==> src/omsel_consts.svh <==
`ifndef OMSEL_CONSTS_SVH
`define OMSEL_CONSTS_SVH

// Width of a setting value
`define OMS_SET_W        8

// Mode selection setting values
`define OMS_SEL_SWITCH   8'h00
`define OMS_SEL_PANEL    8'h01
`define OMS_SEL_TERM     8'h02
`define OMS_SEL_COMB1    8'h03
`define OMS_SEL_COMB2    8'h04
`define OMS_SEL_RUNSW    8'h06
`define OMS_SEL_STOPGATE 8'h07

// Startup mode setting values
`define OMS_ST_ASSEL     8'h00
`define OMS_ST_REMOTE    8'h01
`define OMS_ST_PANREM    8'h0A

// Extended display value that opens startup writes
`define OMS_EXT_OPEN     8'h00

// Reset values of the two settings
`define OMS_SEL_RST      8'h00
`define OMS_ST_RST       8'h00

// Setting write address
`define OMS_WA_SEL       1'b0
`define OMS_WA_ST        1'b1

// Bit positions in the terminal assignment vector
`define OMS_ASG_PR       0
`define OMS_ASG_TR       1
`define OMS_ASG_PT       2
`define OMS_ASG_W        3

// Number of synchronised pins
`define OMS_PIN_W        5

`endif

==> src/omsel_pkg.sv <==
package omsel_pkg;

`include "omsel_consts.svh"

    // Operating mode, one-hot
    typedef enum logic [3:0] {
        OMS_TERM   = 4'b0001,
        OMS_PANEL  = 4'b0010,
        OMS_REMOTE = 4'b0100,
        OMS_COMB   = 4'b1000
    } omsel_mode_t;

    // Synchronised switch pins
    typedef struct packed {
        logic output_stop;
        logic panel_remote;
        logic terminal_remote;
        logic panel_terminal;
        logic panel_key;
    } omsel_pins_t;

    // Whole state of the selector
    typedef struct packed {
        omsel_mode_t             mode;
        logic [`OMS_SET_W-1:0]   sel;
        logic [`OMS_SET_W-1:0]   st;
        logic [`OMS_SET_W-1:0]   act_sel;
        logic [`OMS_SET_W-1:0]   act_st;
        logic                    eval_pend;
        logic                    key_d;
        logic                    wr_ack;
        logic                    wr_rej;
        logic                    remote_cmd;
        logic                    panel_run;
        logic                    pot_speed;
    } omsel_state_t;

endpackage

==> src/omsel_top.sv <==
// Behaviour
// - Order: selection, stop, term/remote, panel/remote, panel/term, startup.
// - Recompute mode from both settings at power-up, power restore and reset.
// - Startup 0, selection 0: terminal start, any switch but panel-remote.
// - Selection 1: start in panel mode, never change.
// - Startup 0, selection 2: terminal start, terminal/remote only, no panel.
// - Selection 3 or 4: combined mode, never change.
// - Startup 0, selection 6: terminal start, may switch while running.
// - Startup 0, selection 7: terminal start; stop off forces terminal, on frees it.
// - Startup 1, selection 0, 2, 6: remote start, switching as startup 0.
// - Startup 1, selection 7: remote if stop input on, else terminal.
// - Startup 10, selection 0: start remote, panel/remote switching only.
// - Startup 10, selection 2: remote mode held, no changes.
// - Startup 10, selection 6: remote start, panel/remote while running.
// - Startup 10, selection 1, 3, 4, 7: behave as startup 0.
// - General switching never goes directly between panel and remote.
// - Panel/remote switching follows panel key or panel/remote input.
// - Setting writes accepted only while stopped.
// - Startup setting writable only when extended display setting is 0.
// - In remote mode the remote program gets writes and run commands.
// - Combined, selection 4: run from panel key, speed from potentiometer.
// - Panel/remote input on selects panel, off selects remote.
// - Terminal/remote input on selects remote, off selects terminal.
// - Otherwise panel/terminal input off selects panel, on selects terminal.
// - Except selection 6, switch-driven transitions only while stopped.
`timescale 1ns/1ps
`default_nettype none
`include "omsel_consts.svh"

module omsel_top
    import omsel_pkg::*;
(
    input  wire logic                  mclk_in,          // 20 MHz clock
    input  wire logic                  rstn_in,          // Power-up, low
    input  wire logic                  power_restore_in, // Power back pulse
    input  wire logic                  unit_reset_in,    // Unit reset pulse
    input  wire logic                  motor_running_in, // Motor turning
    input  wire logic                  start_cmd_in,     // Start command on
    input  wire logic [`OMS_SET_W-1:0] extended_display_setting_in, // Ext disp
    input  wire logic [`OMS_ASG_W-1:0] input_terminal_assign_settings_in,
    input  wire logic                  setting_wr_in,    // Write strobe
    input  wire logic                  setting_wr_addr_in, // 0 sel, 1 startup
    input  wire logic [`OMS_SET_W-1:0] setting_wr_data_in, // Write value
    input  wire logic                  output_stop_input_in,   // Pin
    input  wire logic                  panel_remote_switch_input_in, // Pin
    input  wire logic                  terminal_remote_switch_input_in, // Pin
    input  wire logic                  panel_terminal_switch_input_in, // Pin
    input  wire logic                  panel_mode_key_in, // Panel key pin
    output logic      [3:0]            mode_out,         // One-hot mode
    output logic      [`OMS_SET_W-1:0] mode_selection_setting_out, // Stored
    output logic      [`OMS_SET_W-1:0] startup_mode_setting_out,   // Stored
    output logic                       setting_wr_ack_out,    // Write taken
    output logic                       setting_wr_reject_out, // Write refused
    output logic                       remote_cmd_enable_out, // Remote owns
    output logic                       panel_run_source_out,  // Run from key
    output logic                       pot_speed_source_out   // Speed from pot
);

    // Legal mode selection values
    function automatic logic sel_valid(input logic [`OMS_SET_W-1:0] v);
        return (v <= `OMS_SEL_COMB2) || (v == `OMS_SEL_RUNSW) ||
               (v == `OMS_SEL_STOPGATE);
    endfunction

    // Legal startup values
    function automatic logic st_valid(input logic [`OMS_SET_W-1:0] v);
        return (v == `OMS_ST_ASSEL) || (v == `OMS_ST_REMOTE) ||
               (v == `OMS_ST_PANREM);
    endfunction

    // Mode chosen at power-up, restore or reset
    function automatic omsel_mode_t init_mode(
        input logic [`OMS_SET_W-1:0] sel,
        input logic [`OMS_SET_W-1:0] stv,
        input logic                  stop
    );
        omsel_mode_t m;
        m = OMS_TERM;
        case (sel)
            `OMS_SEL_PANEL: begin
                m = OMS_PANEL;
            end
            `OMS_SEL_COMB1, `OMS_SEL_COMB2: begin
                m = OMS_COMB;
            end
            `OMS_SEL_STOPGATE: begin
                // Startup 10 falls back to startup 0 here
                m = (stv == `OMS_ST_REMOTE && stop) ? OMS_REMOTE
                                                    : OMS_TERM;
            end
            default: begin
                // Selections 0, 2, 6
                m = (stv == `OMS_ST_ASSEL) ? OMS_TERM
                                           : OMS_REMOTE;
            end
        endcase
        return m;
    endfunction

    // Held-mode cases that ignore every switch input
    function automatic logic is_fixed(
        input logic [`OMS_SET_W-1:0] sel,
        input logic [`OMS_SET_W-1:0] stv,
        input logic                  stop
    );
        return (sel == `OMS_SEL_PANEL) || (sel == `OMS_SEL_COMB1) ||
               (sel == `OMS_SEL_COMB2) ||
               (sel == `OMS_SEL_STOPGATE && !stop) ||
               (sel == `OMS_SEL_TERM && stv == `OMS_ST_PANREM);
    endfunction

    // Mode that a held case pins the selector to
    function automatic omsel_mode_t fixed_mode(
        input logic [`OMS_SET_W-1:0] sel
    );
        omsel_mode_t m;
        case (sel)
            `OMS_SEL_PANEL:                m = OMS_PANEL;
            `OMS_SEL_COMB1, `OMS_SEL_COMB2: m = OMS_COMB;
            `OMS_SEL_STOPGATE:             m = OMS_TERM;
            default:                       m = OMS_REMOTE;
        endcase
        return m;
    endfunction

    // Switch target from inputs in precedence order
    function automatic omsel_mode_t switch_target(
        input omsel_mode_t                 cur,
        input logic [`OMS_SET_W-1:0]       sel,
        input logic [`OMS_SET_W-1:0]       stv,
        input omsel_pins_t                 p,
        input logic [`OMS_ASG_W-1:0]       asg,
        input logic                        key_rise
    );
        omsel_mode_t t;
        t = cur;
        if (stv == `OMS_ST_PANREM &&
            (sel == `OMS_SEL_SWITCH || sel == `OMS_SEL_RUNSW)) begin
            // Panel/remote pair only
            if (asg[`OMS_ASG_TR] && p.terminal_remote) begin
                t = OMS_REMOTE;
            end else if (asg[`OMS_ASG_PR]) begin
                t = p.panel_remote ? OMS_PANEL : OMS_REMOTE;
            end else if (key_rise) begin
                t = (cur == OMS_PANEL) ? OMS_REMOTE : OMS_PANEL;
            end
        end else begin
            // General rule, startup 0 or 1 or fallback
            if (asg[`OMS_ASG_TR] && p.terminal_remote) begin
                t = OMS_REMOTE;
            end else if (asg[`OMS_ASG_TR] && cur == OMS_REMOTE) begin
                t = OMS_TERM;
            end else if (asg[`OMS_ASG_PT]) begin
                t = p.panel_terminal ? OMS_TERM : OMS_PANEL;
            end else if (key_rise && cur != OMS_REMOTE) begin
                t = (cur == OMS_PANEL) ? OMS_TERM : OMS_PANEL;
            end
            if (sel == `OMS_SEL_TERM && t == OMS_PANEL) begin
                t = cur;
            end
            // A direct jump would bypass terminal mode
            if ((cur == OMS_PANEL && t == OMS_REMOTE) ||
                (cur == OMS_REMOTE && t == OMS_PANEL)) begin
                t = cur;
            end
        end
        return t;
    endfunction

    omsel_state_t s_r;
    omsel_state_t s_nxt;
    omsel_pins_t  pins;
    logic [`OMS_PIN_W-1:0] pins_raw;
    logic [`OMS_PIN_W-1:0] pins_sync;
    logic         stopped;
    logic         key_rise;
    logic         eval_now;
    logic         wr_ok;
    logic         may_switch;
    omsel_mode_t  tgt;

    // Pins cross into the clock domain
    assign pins_raw = {output_stop_input_in,
                       panel_remote_switch_input_in,
                       terminal_remote_switch_input_in,
                       panel_terminal_switch_input_in,
                       panel_mode_key_in};

    omsel_sync #(
        .W       (`OMS_PIN_W)
    ) u_sync (
        .mclk_in (mclk_in),
        .rstn_in (rstn_in),
        .d_in    (pins_raw),
        .q_out   (pins_sync)
    );

    assign pins = omsel_pins_t'(pins_sync);

    // Stop means motor still or start command off
    assign stopped  = !motor_running_in || !start_cmd_in;
    assign key_rise = pins.panel_key && !s_r.key_d;
    assign eval_now = s_r.eval_pend || power_restore_in || unit_reset_in;

    // Write permission check
    assign wr_ok = stopped &&
                   ((setting_wr_addr_in == `OMS_WA_SEL) ?
                    sel_valid(setting_wr_data_in) :
                    (extended_display_setting_in == `OMS_EXT_OPEN &&
                     st_valid(setting_wr_data_in)));

    // Selection 6 is the only one that switches while running
    assign may_switch = stopped ||
                        (s_r.act_sel == `OMS_SEL_RUNSW);
    assign tgt = switch_target(s_r.mode, s_r.act_sel, s_r.act_st, pins,
                               input_terminal_assign_settings_in, key_rise);

    // Next state; new settings only act after the next evaluation
    always_comb begin
        s_nxt        = s_r;
        s_nxt.key_d  = pins.panel_key;
        s_nxt.wr_ack = 1'b0;
        s_nxt.wr_rej = 1'b0;
        if (setting_wr_in) begin
            if (wr_ok) begin
                s_nxt.wr_ack = 1'b1;
                if (setting_wr_addr_in == `OMS_WA_SEL) begin
                    s_nxt.sel = setting_wr_data_in;
                end else begin
                    s_nxt.st = setting_wr_data_in;
                end
            end else begin
                s_nxt.wr_rej = 1'b1;
            end
        end
        if (eval_now) begin
            s_nxt.eval_pend = 1'b0;
            s_nxt.act_sel   = s_r.sel;
            s_nxt.act_st    = s_r.st;
            s_nxt.mode      = init_mode(s_r.sel, s_r.st,
                                        pins.output_stop);
        end else if (is_fixed(s_r.act_sel, s_r.act_st,
                              pins.output_stop)) begin
            s_nxt.mode = fixed_mode(s_r.act_sel);
        end else if (may_switch) begin
            s_nxt.mode = tgt;
        end
        s_nxt.remote_cmd = (s_nxt.mode == OMS_REMOTE);
        s_nxt.panel_run  = (s_nxt.mode == OMS_COMB) &&
                           (s_nxt.act_sel == `OMS_SEL_COMB2);
        s_nxt.pot_speed  = s_nxt.panel_run;
    end

    // Power-up leaves an evaluation pending
    always_ff @(posedge mclk_in) begin
        if (!rstn_in) begin
            s_r            <= '0;
            s_r.mode       <= OMS_TERM;
            s_r.sel        <= `OMS_SEL_RST;
            s_r.st         <= `OMS_ST_RST;
            s_r.act_sel    <= `OMS_SEL_RST;
            s_r.act_st     <= `OMS_ST_RST;
            s_r.eval_pend  <= 1'b1;
        end else begin
            s_r <= s_nxt;
        end
    end

    // Every output straight from the state register
    assign mode_out                   = s_r.mode;
    assign mode_selection_setting_out = s_r.sel;
    assign startup_mode_setting_out   = s_r.st;
    assign setting_wr_ack_out         = s_r.wr_ack;
    assign setting_wr_reject_out      = s_r.wr_rej;
    assign remote_cmd_enable_out      = s_r.remote_cmd;
    assign panel_run_source_out       = s_r.panel_run;
    assign pot_speed_source_out       = s_r.pot_speed;
endmodule // omsel_top

`default_nettype wire

==> src/omsel_sync.sv <==
`timescale 1ns/1ps
`default_nettype none

module omsel_sync #(
    parameter int W = 1
) (
    input  wire logic         mclk_in,  // Clock
    input  wire logic         rstn_in,  // Sync reset, low
    input  wire logic [W-1:0] d_in,     // Asynchronous levels
    output logic      [W-1:0] q_out     // Synchronised levels
);

    typedef struct packed {
        logic [W-1:0] meta;
        logic [W-1:0] sync;
    } omsel_sync_st_t;

    omsel_sync_st_t s_r;
    omsel_sync_st_t s_nxt;

    // Meta stage feeds only the second stage
    always_comb begin
        s_nxt      = s_r;
        s_nxt.meta = d_in;
        s_nxt.sync = s_r.meta;
    end

    // Both stages on every rising edge
    always_ff @(posedge mclk_in) begin
        if (!rstn_in) begin
            s_r <= '0;
        end else begin
            s_r <= s_nxt;
        end
    end

    assign q_out = s_r.sync;

endmodule // omsel_sync

`default_nettype wire

==> config.mk <==
export PLATFORM = sky130hd
export DESIGN_NAME = omsel_top
export DESIGN_NICKNAME = d
export VERILOG_FILES = /design/src/omsel_pkg.sv /design/src/omsel_top.sv /design/src/omsel_sync.sv
export VERILOG_INCLUDE_DIRS = /design/src /design/src/src
export SDC_FILE = /design/constraint.sdc
export NUM_CORES = 1
export LEC_CHECK = 0
export ABC_CLOCK_PERIOD_IN_PS = 2820
export BUFFER_PORTS_ARGS = -buffer_cell sky130_fd_sc_hd__buf_2
export CORE_MARGIN = 2
export CORE_UTILIZATION = 54
export DETAILED_ROUTE_END_ITERATION = 10
export GPL_ROUTABILITY_DRIVEN = 0
export PLACE_DENSITY = 0.89
export RECOVER_POWER = 50
export SYNTH_ARGS = -nofsm -noshare
export SYNTH_HDL_FRONTEND = slang
export SYNTH_SLANG_ARGS = --single-unit
==> constraint.sdc <==
create_clock -name mclk_in -period 2.82 [get_ports mclk_in]
set_clock_uncertainty 0.15 [all_clocks]
set_input_delay 0.846 -clock mclk_in [delete_from_list [all_inputs] [get_ports mclk_in]]
set_output_delay 0.846 -clock mclk_in [all_outputs]
set_load 0.005 [all_outputs]
Yosys cells after proc, flatten, opt, wreduce, memory -nomap -nowiden
Cells that the tools add are included.
W data, S select, Z words.
{"block": "classes", "bitwise_logic": 1, "n_eq_ne": 25, "mux": 27, "order_cmp": 1, "n_reduce_logical": 41}
{"cell": "$eq A8 B3 Y1 const B", "count": 8}
{"cell": "$mux W4", "count": 15}
{"cell": "$eq A8 B1 Y1 const B", "count": 4}
{"cell": "$logic_not A8 Y1", "count": 4}
{"cell": "$eq A8 B2 Y1 const B", "count": 3}
{"cell": "$pmux W4 S3", "count": 2}
{"cell": "$mux W17", "count": 1}
{"cell": "$eq A8 B4 Y1 const B", "count": 2}
{"cell": "$logic_and A1 B1 Y1", "count": 14}
{"cell": "$logic_or A1 B1 Y1", "count": 14}
{"cell": "$eq A4 B2 Y1 const B", "count": 3}
{"cell": "$eq A4 B3 Y1 const B", "count": 3}
{"cell": "$mux W3", "count": 4}
{"cell": "$le A8 B3 Y1 const B", "count": 1}
{"cell": "$reduce_and A3 Y1", "count": 2}
{"cell": "$eq A4 B4 Y1 const B", "count": 1}
{"cell": "$logic_not A1 Y1", "count": 4}
{"cell": "$mux W2", "count": 2}
{"cell": "$ne A4 B3 Y1 const B", "count": 1}
{"cell": "$reduce_or A2 Y1", "count": 2}
{"cell": "$mux W1", "count": 3}
{"cell": "$reduce_and A2 Y1", "count": 1}
{"cell": "$not A1 Y1", "count": 1}
{"block": "word_totals", "elab_cells": 108, "reg_bits": 52, "out_inout_bits": 25, "input_bits": 32}

Depth between registers and ports, before layout
{"block": "depth", "depth_word": 22, "mapped_depth": 8, "mapped_depth_nobuf": 7}

By module
From an unflattened synthesis, not the netlist that was laid out.
{"block": "hier_totals", "hier_cells": 319, "hier_area_um2": 2615.0}
{"mod": "omsel_top", "area_per_inst_um2": 2352.3, "seq_area_each_um2": 840.8, "cells_each": 299, "n_inst": 1}
{"mod": "omsel_sync", "area_per_inst_um2": 262.8, "seq_area_each_um2": 200.2, "cells_each": 20, "n_inst": 1}

Worst setup path after synthesis
OpenSTA, ideal clock, no wires.
{"block": "synth_timing", "path_type": "input -> register", "startpoint": "input input_terminal_assign_settings_in[2]", "endpoint": "register s_r, in the netlist remote_cmd_enable_out", "required_time_ns": 2.553, "path_buffers": 0, "stages": 6, "path_slack_ns": 0.269, "t_arrival_ns": 2.284, "setup_ns": 0.117, "path_cell_list": "o31ai_1 -> o21ai_1 -> or4_4 -> o22a_1 -> o32ai_2 -> and4b_1"}
{"block": "synth_between", "elab_chain_cells": 17, "word_cells_on_any_way": 19, "cone_classes": "eq/ne: 4; mux: 11; reduce/logical: 4"}
{"element": "start, declared", "line_no": "omsel_top.sv:40", "text": "input wire logic [`OMS_ASG_W-1:0] input_terminal_assign_settings_in,"}
{"element": "$mux W4 (*)", "line_no": "omsel_top.sv:153", "text": "end else if (asg[`OMS_ASG_PT]) begin"}
{"element": "$mux W4 (*)", "line_no": "omsel_top.sv:151", "text": "end else if (asg[`OMS_ASG_TR] && cur == OMS_REMOTE) begin"}
{"element": "$mux W4 (*)", "line_no": "omsel_top.sv:149", "text": "if (asg[`OMS_ASG_TR] && p.terminal_remote) begin"}
{"element": "$mux W4 (*)", "line_no": "omsel_top.sv:137", "text": "if (stv == `OMS_ST_PANREM &&"}
{"element": "$eq A4 B2 Y1", "line_no": "omsel_top.sv:158", "text": "if (sel == `OMS_SEL_TERM && t == OMS_PANEL) begin"}
{"element": "$logic_and A1 B1 Y1", "line_no": "omsel_top.sv:158"}
{"element": "$mux W4 (*)", "line_no": "omsel_top.sv:158"}
{"element": "$mux W4 (*)", "line_no": "omsel_top.sv:137"}
{"element": "$eq A4 B3 Y1 or $eq A4 B2 Y1 (tied branches)", "line_no": "omsel_top.sv:162, omsel_top.sv:163"}
{"element": "$logic_and A1 B1 Y1 (on tied branches)", "line_no": "omsel_top.sv:162, omsel_top.sv:163"}
{"element": "$logic_or A1 B1 Y1", "line_no": "omsel_top.sv:162", "text": "if ((cur == OMS_PANEL && t == OMS_REMOTE) ||"}
{"element": "$mux W4 (*)", "line_no": "omsel_top.sv:162"}
{"element": "$mux W4 (*)", "line_no": "omsel_top.sv:137"}
{"element": "$mux W4 (*)", "line_no": "omsel_top.sv:245", "text": "end else if (may_switch) begin"}
{"element": "$mux W4 (*)", "line_no": "omsel_top.sv:242", "text": "end else if (is_fixed(s_r.act_sel, s_r.act_st,"}
{"element": "$mux W4 (*)", "line_no": "omsel_top.sv:236", "text": "if (eval_now) begin"}
{"element": "$eq A4 B3 Y1 (*)", "line_no": "omsel_top.sv:248", "text": "s_nxt.remote_cmd = (s_nxt.mode == OMS_REMOTE);"}
{"element": "end signal, assigned", "line_no": "omsel_top.sv:265", "text": "s_r <= s_nxt;"}
{"element": "end, declared", "line_no": "omsel_top.sv:170", "text": "omsel_state_t s_r;"}
Mark *: on every way between the ends. The rest lies on a longest branch, timed or not. The select of a mux whose other input is x is not followed.
A chain may end at the register's enable or synchronous reset.

Worst setup path in the final report
{"block": "layout_timing", "startpoint": "register s_r, in the netlist mode_out[0]", "endpoint": "register s_r, in the netlist remote_cmd_enable_out"}
{"block": "layout_between", "elab_chain_cells": 20, "word_cells_on_any_way": 30, "cone_classes": "eq/ne: 7; mux: 17; reduce/logical: 6"}
{"element": "$eq A4 B2 Y1 or $ne A4 B3 Y1 (tied branches)"}
{"element": "$mux W2 or $logic_and A1 B1 Y1 (tied branches)", "line_no": "omsel_top.sv:156, omsel_top.sv:155"}
{"element": "$mux W4", "line_no": "omsel_top.sv:155", "text": "end else if (key_rise && cur != OMS_REMOTE) begin"}
{"element": "$mux W4", "line_no": "omsel_top.sv:153"}
{"element": "$mux W4", "line_no": "omsel_top.sv:151"}
{"element": "$mux W4", "line_no": "omsel_top.sv:149"}
{"element": "$mux W4", "line_no": "omsel_top.sv:137"}
{"element": "$eq A4 B2 Y1", "line_no": "omsel_top.sv:158"}
{"element": "[... 4 more ...]"}
{"element": "$logic_and A1 B1 Y1 (on tied branches)", "line_no": "omsel_top.sv:162, omsel_top.sv:163"}
{"element": "$logic_or A1 B1 Y1", "line_no": "omsel_top.sv:162"}
{"element": "$mux W4", "line_no": "omsel_top.sv:162"}
{"element": "$mux W4", "line_no": "omsel_top.sv:137"}
{"element": "$mux W4 (*)", "line_no": "omsel_top.sv:245"}
{"element": "$mux W4 (*)", "line_no": "omsel_top.sv:242"}
{"element": "$mux W4 (*)", "line_no": "omsel_top.sv:236"}
{"element": "$eq A4 B3 Y1 (*)", "line_no": "omsel_top.sv:248"}
Marked as above.

==> results.md <==
- # Max-Cap Violations: 0
- Drt pass-1 iters: 4
- Fin nets: 374
- CTS Buf Count: 5
- R2R Path End: remote_cmd_enable_out
- Worst Setup Start Kind: flop
- CP max FO: 6
- Worst reg-to-reg setup slack: 0.17 ns
- Cts hold-fix bufs: 0
- Post-route ant nets: 0
- Resized Gates After CTS: 0
- IO Count: 57
- Die area: 5241 um2
- Slew @ Worst Pin: 0.8094 ns
- Via/cell ratio: 5.765
- H-tree levels: 2
- GRT Residual Overflow: 0
- CTS tree: yes
- CP startpoint: mode_out[0]
- Min cycle time layout: 2.653 ns
- Setup TNS: 0 ns
- Initial antenna violation count: 0
- End of the critical path: remote_cmd_enable_out
- Core area: 4444 um2
- GRT Total Usage: 22.23%
- Global-route wire length before repair: 9.246 mm
- Starting DRT DRC Count: 329
- # Post-CTS Setup Buffers: 0
- Site Rows: 24
- Post-DP HPWL: 4.041 mm
- Status: complete, no violations
- Cells after Synth: 304
- Post-Syn Area: 2526 um2
- Clk slew on worst S/H paths: 0.09 ns
- Asr flop ratio synth: 0%
- Die Ht: 72.40 um
- Clk_lat worst skew: 0.31 ns
- RR Startpoint: mode_out[0]
- #FFs+latches synth: 52
- Fin crit share: 94.09%
- Vias in the first global route: 2041
- Max frequency: 376.9 MHz
- # DRC: 0
- Mean Syn Cell Area: 8.310 um2
- Die Wd: 72.40 um
- FF-to-FF path depth: 7
- Pin count of the biggest net entering global routing: 23
- Post-synth EDFFs: 0
- Slowest stage delay, CP: 0.55 ns
- Critical-path cell list: or3_2 > mux2_4 > o21ai_2 > or4_4 > o22a_1 > o32ai_2 > and4b_1
- Port bufs: 56
- Via count: 2277
- Total number of yosys warnings: 0
- Util after Layout: 64.27%
- Critical Path RT: 2.88 ns
- Unrepaired setup endpoints after global routing: no
- Sequential-to-total area share from yosys stat: 41.21%
- Total power per unit cell area: 513.0 nW/um2
- Leakage power: 1.235 nW
- Clk sink count: 52
- Distinct cells, synth: 53
- Worst VDD drop: 0.0003149 V
- Syn-to-layout area delta: 13.08%
- Rel. slew slack: 46.04%
- Crit. End Element: flop
- Crit-path slowest cell: or4_4
- Hold WC Path Type: reg -> reg
- Root buf cell: clkbuf_8
- Initial Util: 56.84%
- Worst path arrival time: 2.71 ns
- Hold path start: u_sync.s_nxt[1]
- Final hold vios: 0
- Primary FF master, synth: dfxtp_1
- Net Count, Synth: 336
- Worst Path Class, Setup: reg -> reg
- Routed Wire Length: 5.686 mm
- Wire length per cell: 14.39 um
- Clock buffer depth: 2
- Pins over their slew limit: 0
- Endpoints failing setup: 0
- Layout cell share with drive strength beyond 1: 22.45%
- Inserted Diodes: 0
placed cells by master (no fill, tap or decap), types with 4 or more instances in the layout:
cell type  Yosys  routed
o31ai_1        6       6
o21ai_0        8       8
and2_1        21      19
clkbuf_8       0       5
mux2i_1        7       7
nor4b_1        4       4
a31oi_1        5       5
nor2b_1        4       4
nor3_1         8       7
nand2b_1       7       7
nand3_1        6       6
dfxtp_1       52      52
nor4_1         5       5
nand2_1       47      47
a21oi_1       22      22
buf_2          0      52
and3_1         8       8
nor2_1        20      20
buf_4         21       5
flip-flops by register name, summed over array words and instances (netlist names):
signal,cells
startup_mode_setting_out,8
s_r,18
mode_selection_setting_out,8
remote_cmd_enable_out,1
u_sync.s_nxt,5
pot_speed_source_out,1
mode_out,4
setting_wr_reject_out,1
u_sync.q_out,5
setting_wr_ack_out,1
Yosys cell counts (all sizes together), types with 5 or more instances:
library cell,instances,share of area (%)
mux2i,7,2.8
nor4,6,2.1
buf,22,6.4
nor3,8,1.6
nor2,20,3.0
dfxtp,52,41
clkbuf,9,1.3
nand2,48,7.2
and2,21,5.2
o21ai,10,2.1
nand2b,7,1.7
nand3,6,1.2
a31oi,5,1.2
a21oi,22,4.4
and3,8,2.0
o31ai,6,1.8
through the flow:
stage / setup slack (ns) / hold slack [ns] / cell area [um2] / total power, mW / std cells
after detailed placement: -0.004280 / 0.2684 / 2726 / 0.8700 / 387
after global routing: 0.06972 / 0.3062 / 2856 / 1.511 / 395
after CTS: 0.1734 / 0.2882 / 2864 / 1.470 / 395
after global placement: 0.05672 / 0.2656 / 2726 / 0.8668 / 387
after floorplan: 0.2690 / 0.2619 / 2526 / 0.8250 / 304
final: 0.1668 / 0.2827 / 2856 / 1.465 / 395
cells by family (layout without fill, tap and decap cells):
logic type	Yosys count	after routing	synth area share, %
mux	8	8	3.368
flops	52	52	41.21
buf+inv	35	74	8.320
compound gates	65	65	16.89
simple gates	144	144	30.21
metal layers:
layer | part of all wire, % | up-vias | global-route usage (%)
met2 | 47 | 99 | 36.19
met3 | 6.9 | 22 | 4.583
li1 | - | 1125 | -
met4 | 2.2 | 0 | 7.613
met5 | 0 | - | 0
met1 | 44 | 1031 | 29.47
report_power, final:
| group | switching [mW] | internal, mW |
|---|---|---|
| Sequential | 0.00582 | 0.744 |
| Clock | 0.253 | 0.357 |
| Combinational | 0.0594 | 0.0458 |
| Total | 0.318 | 1.15 |
worst max-delay path: cells and delay by family, from the launching register on:
family	cells	cell delay (ns)
flops	1	0.37
mux	1	0.23
simple gates	3	1.29
compound gates	3	0.52
worst min path at each step:
stage / depth (start not counted) / slack (ns) / end
after floorplan: 1 / 0.26 / u_sync.q_out[0]
after global placement: 1 / 0.27 / u_sync.q_out[0]
final: 1 / 0.28 / u_sync.q_out[1]
after global routing: 1 / 0.31 / u_sync.q_out[4]
after CTS: 1 / 0.29 / u_sync.q_out[1]
after detailed placement: 1 / 0.27 / u_sync.q_out[1]
final cells by class:
class / instances / area [um2]
multi-input combinational: 217 / 1280
clock buffer: 5 / 68.82
clock inverter: 3 / 68.82
inverter: 4 / 15.01
fill: 370 / 1588
tap: 52 / 65.06
sequential: 52 / 1041
timing repair buffer: 62 / 317.8
Power figures use the tool's default switching activity.
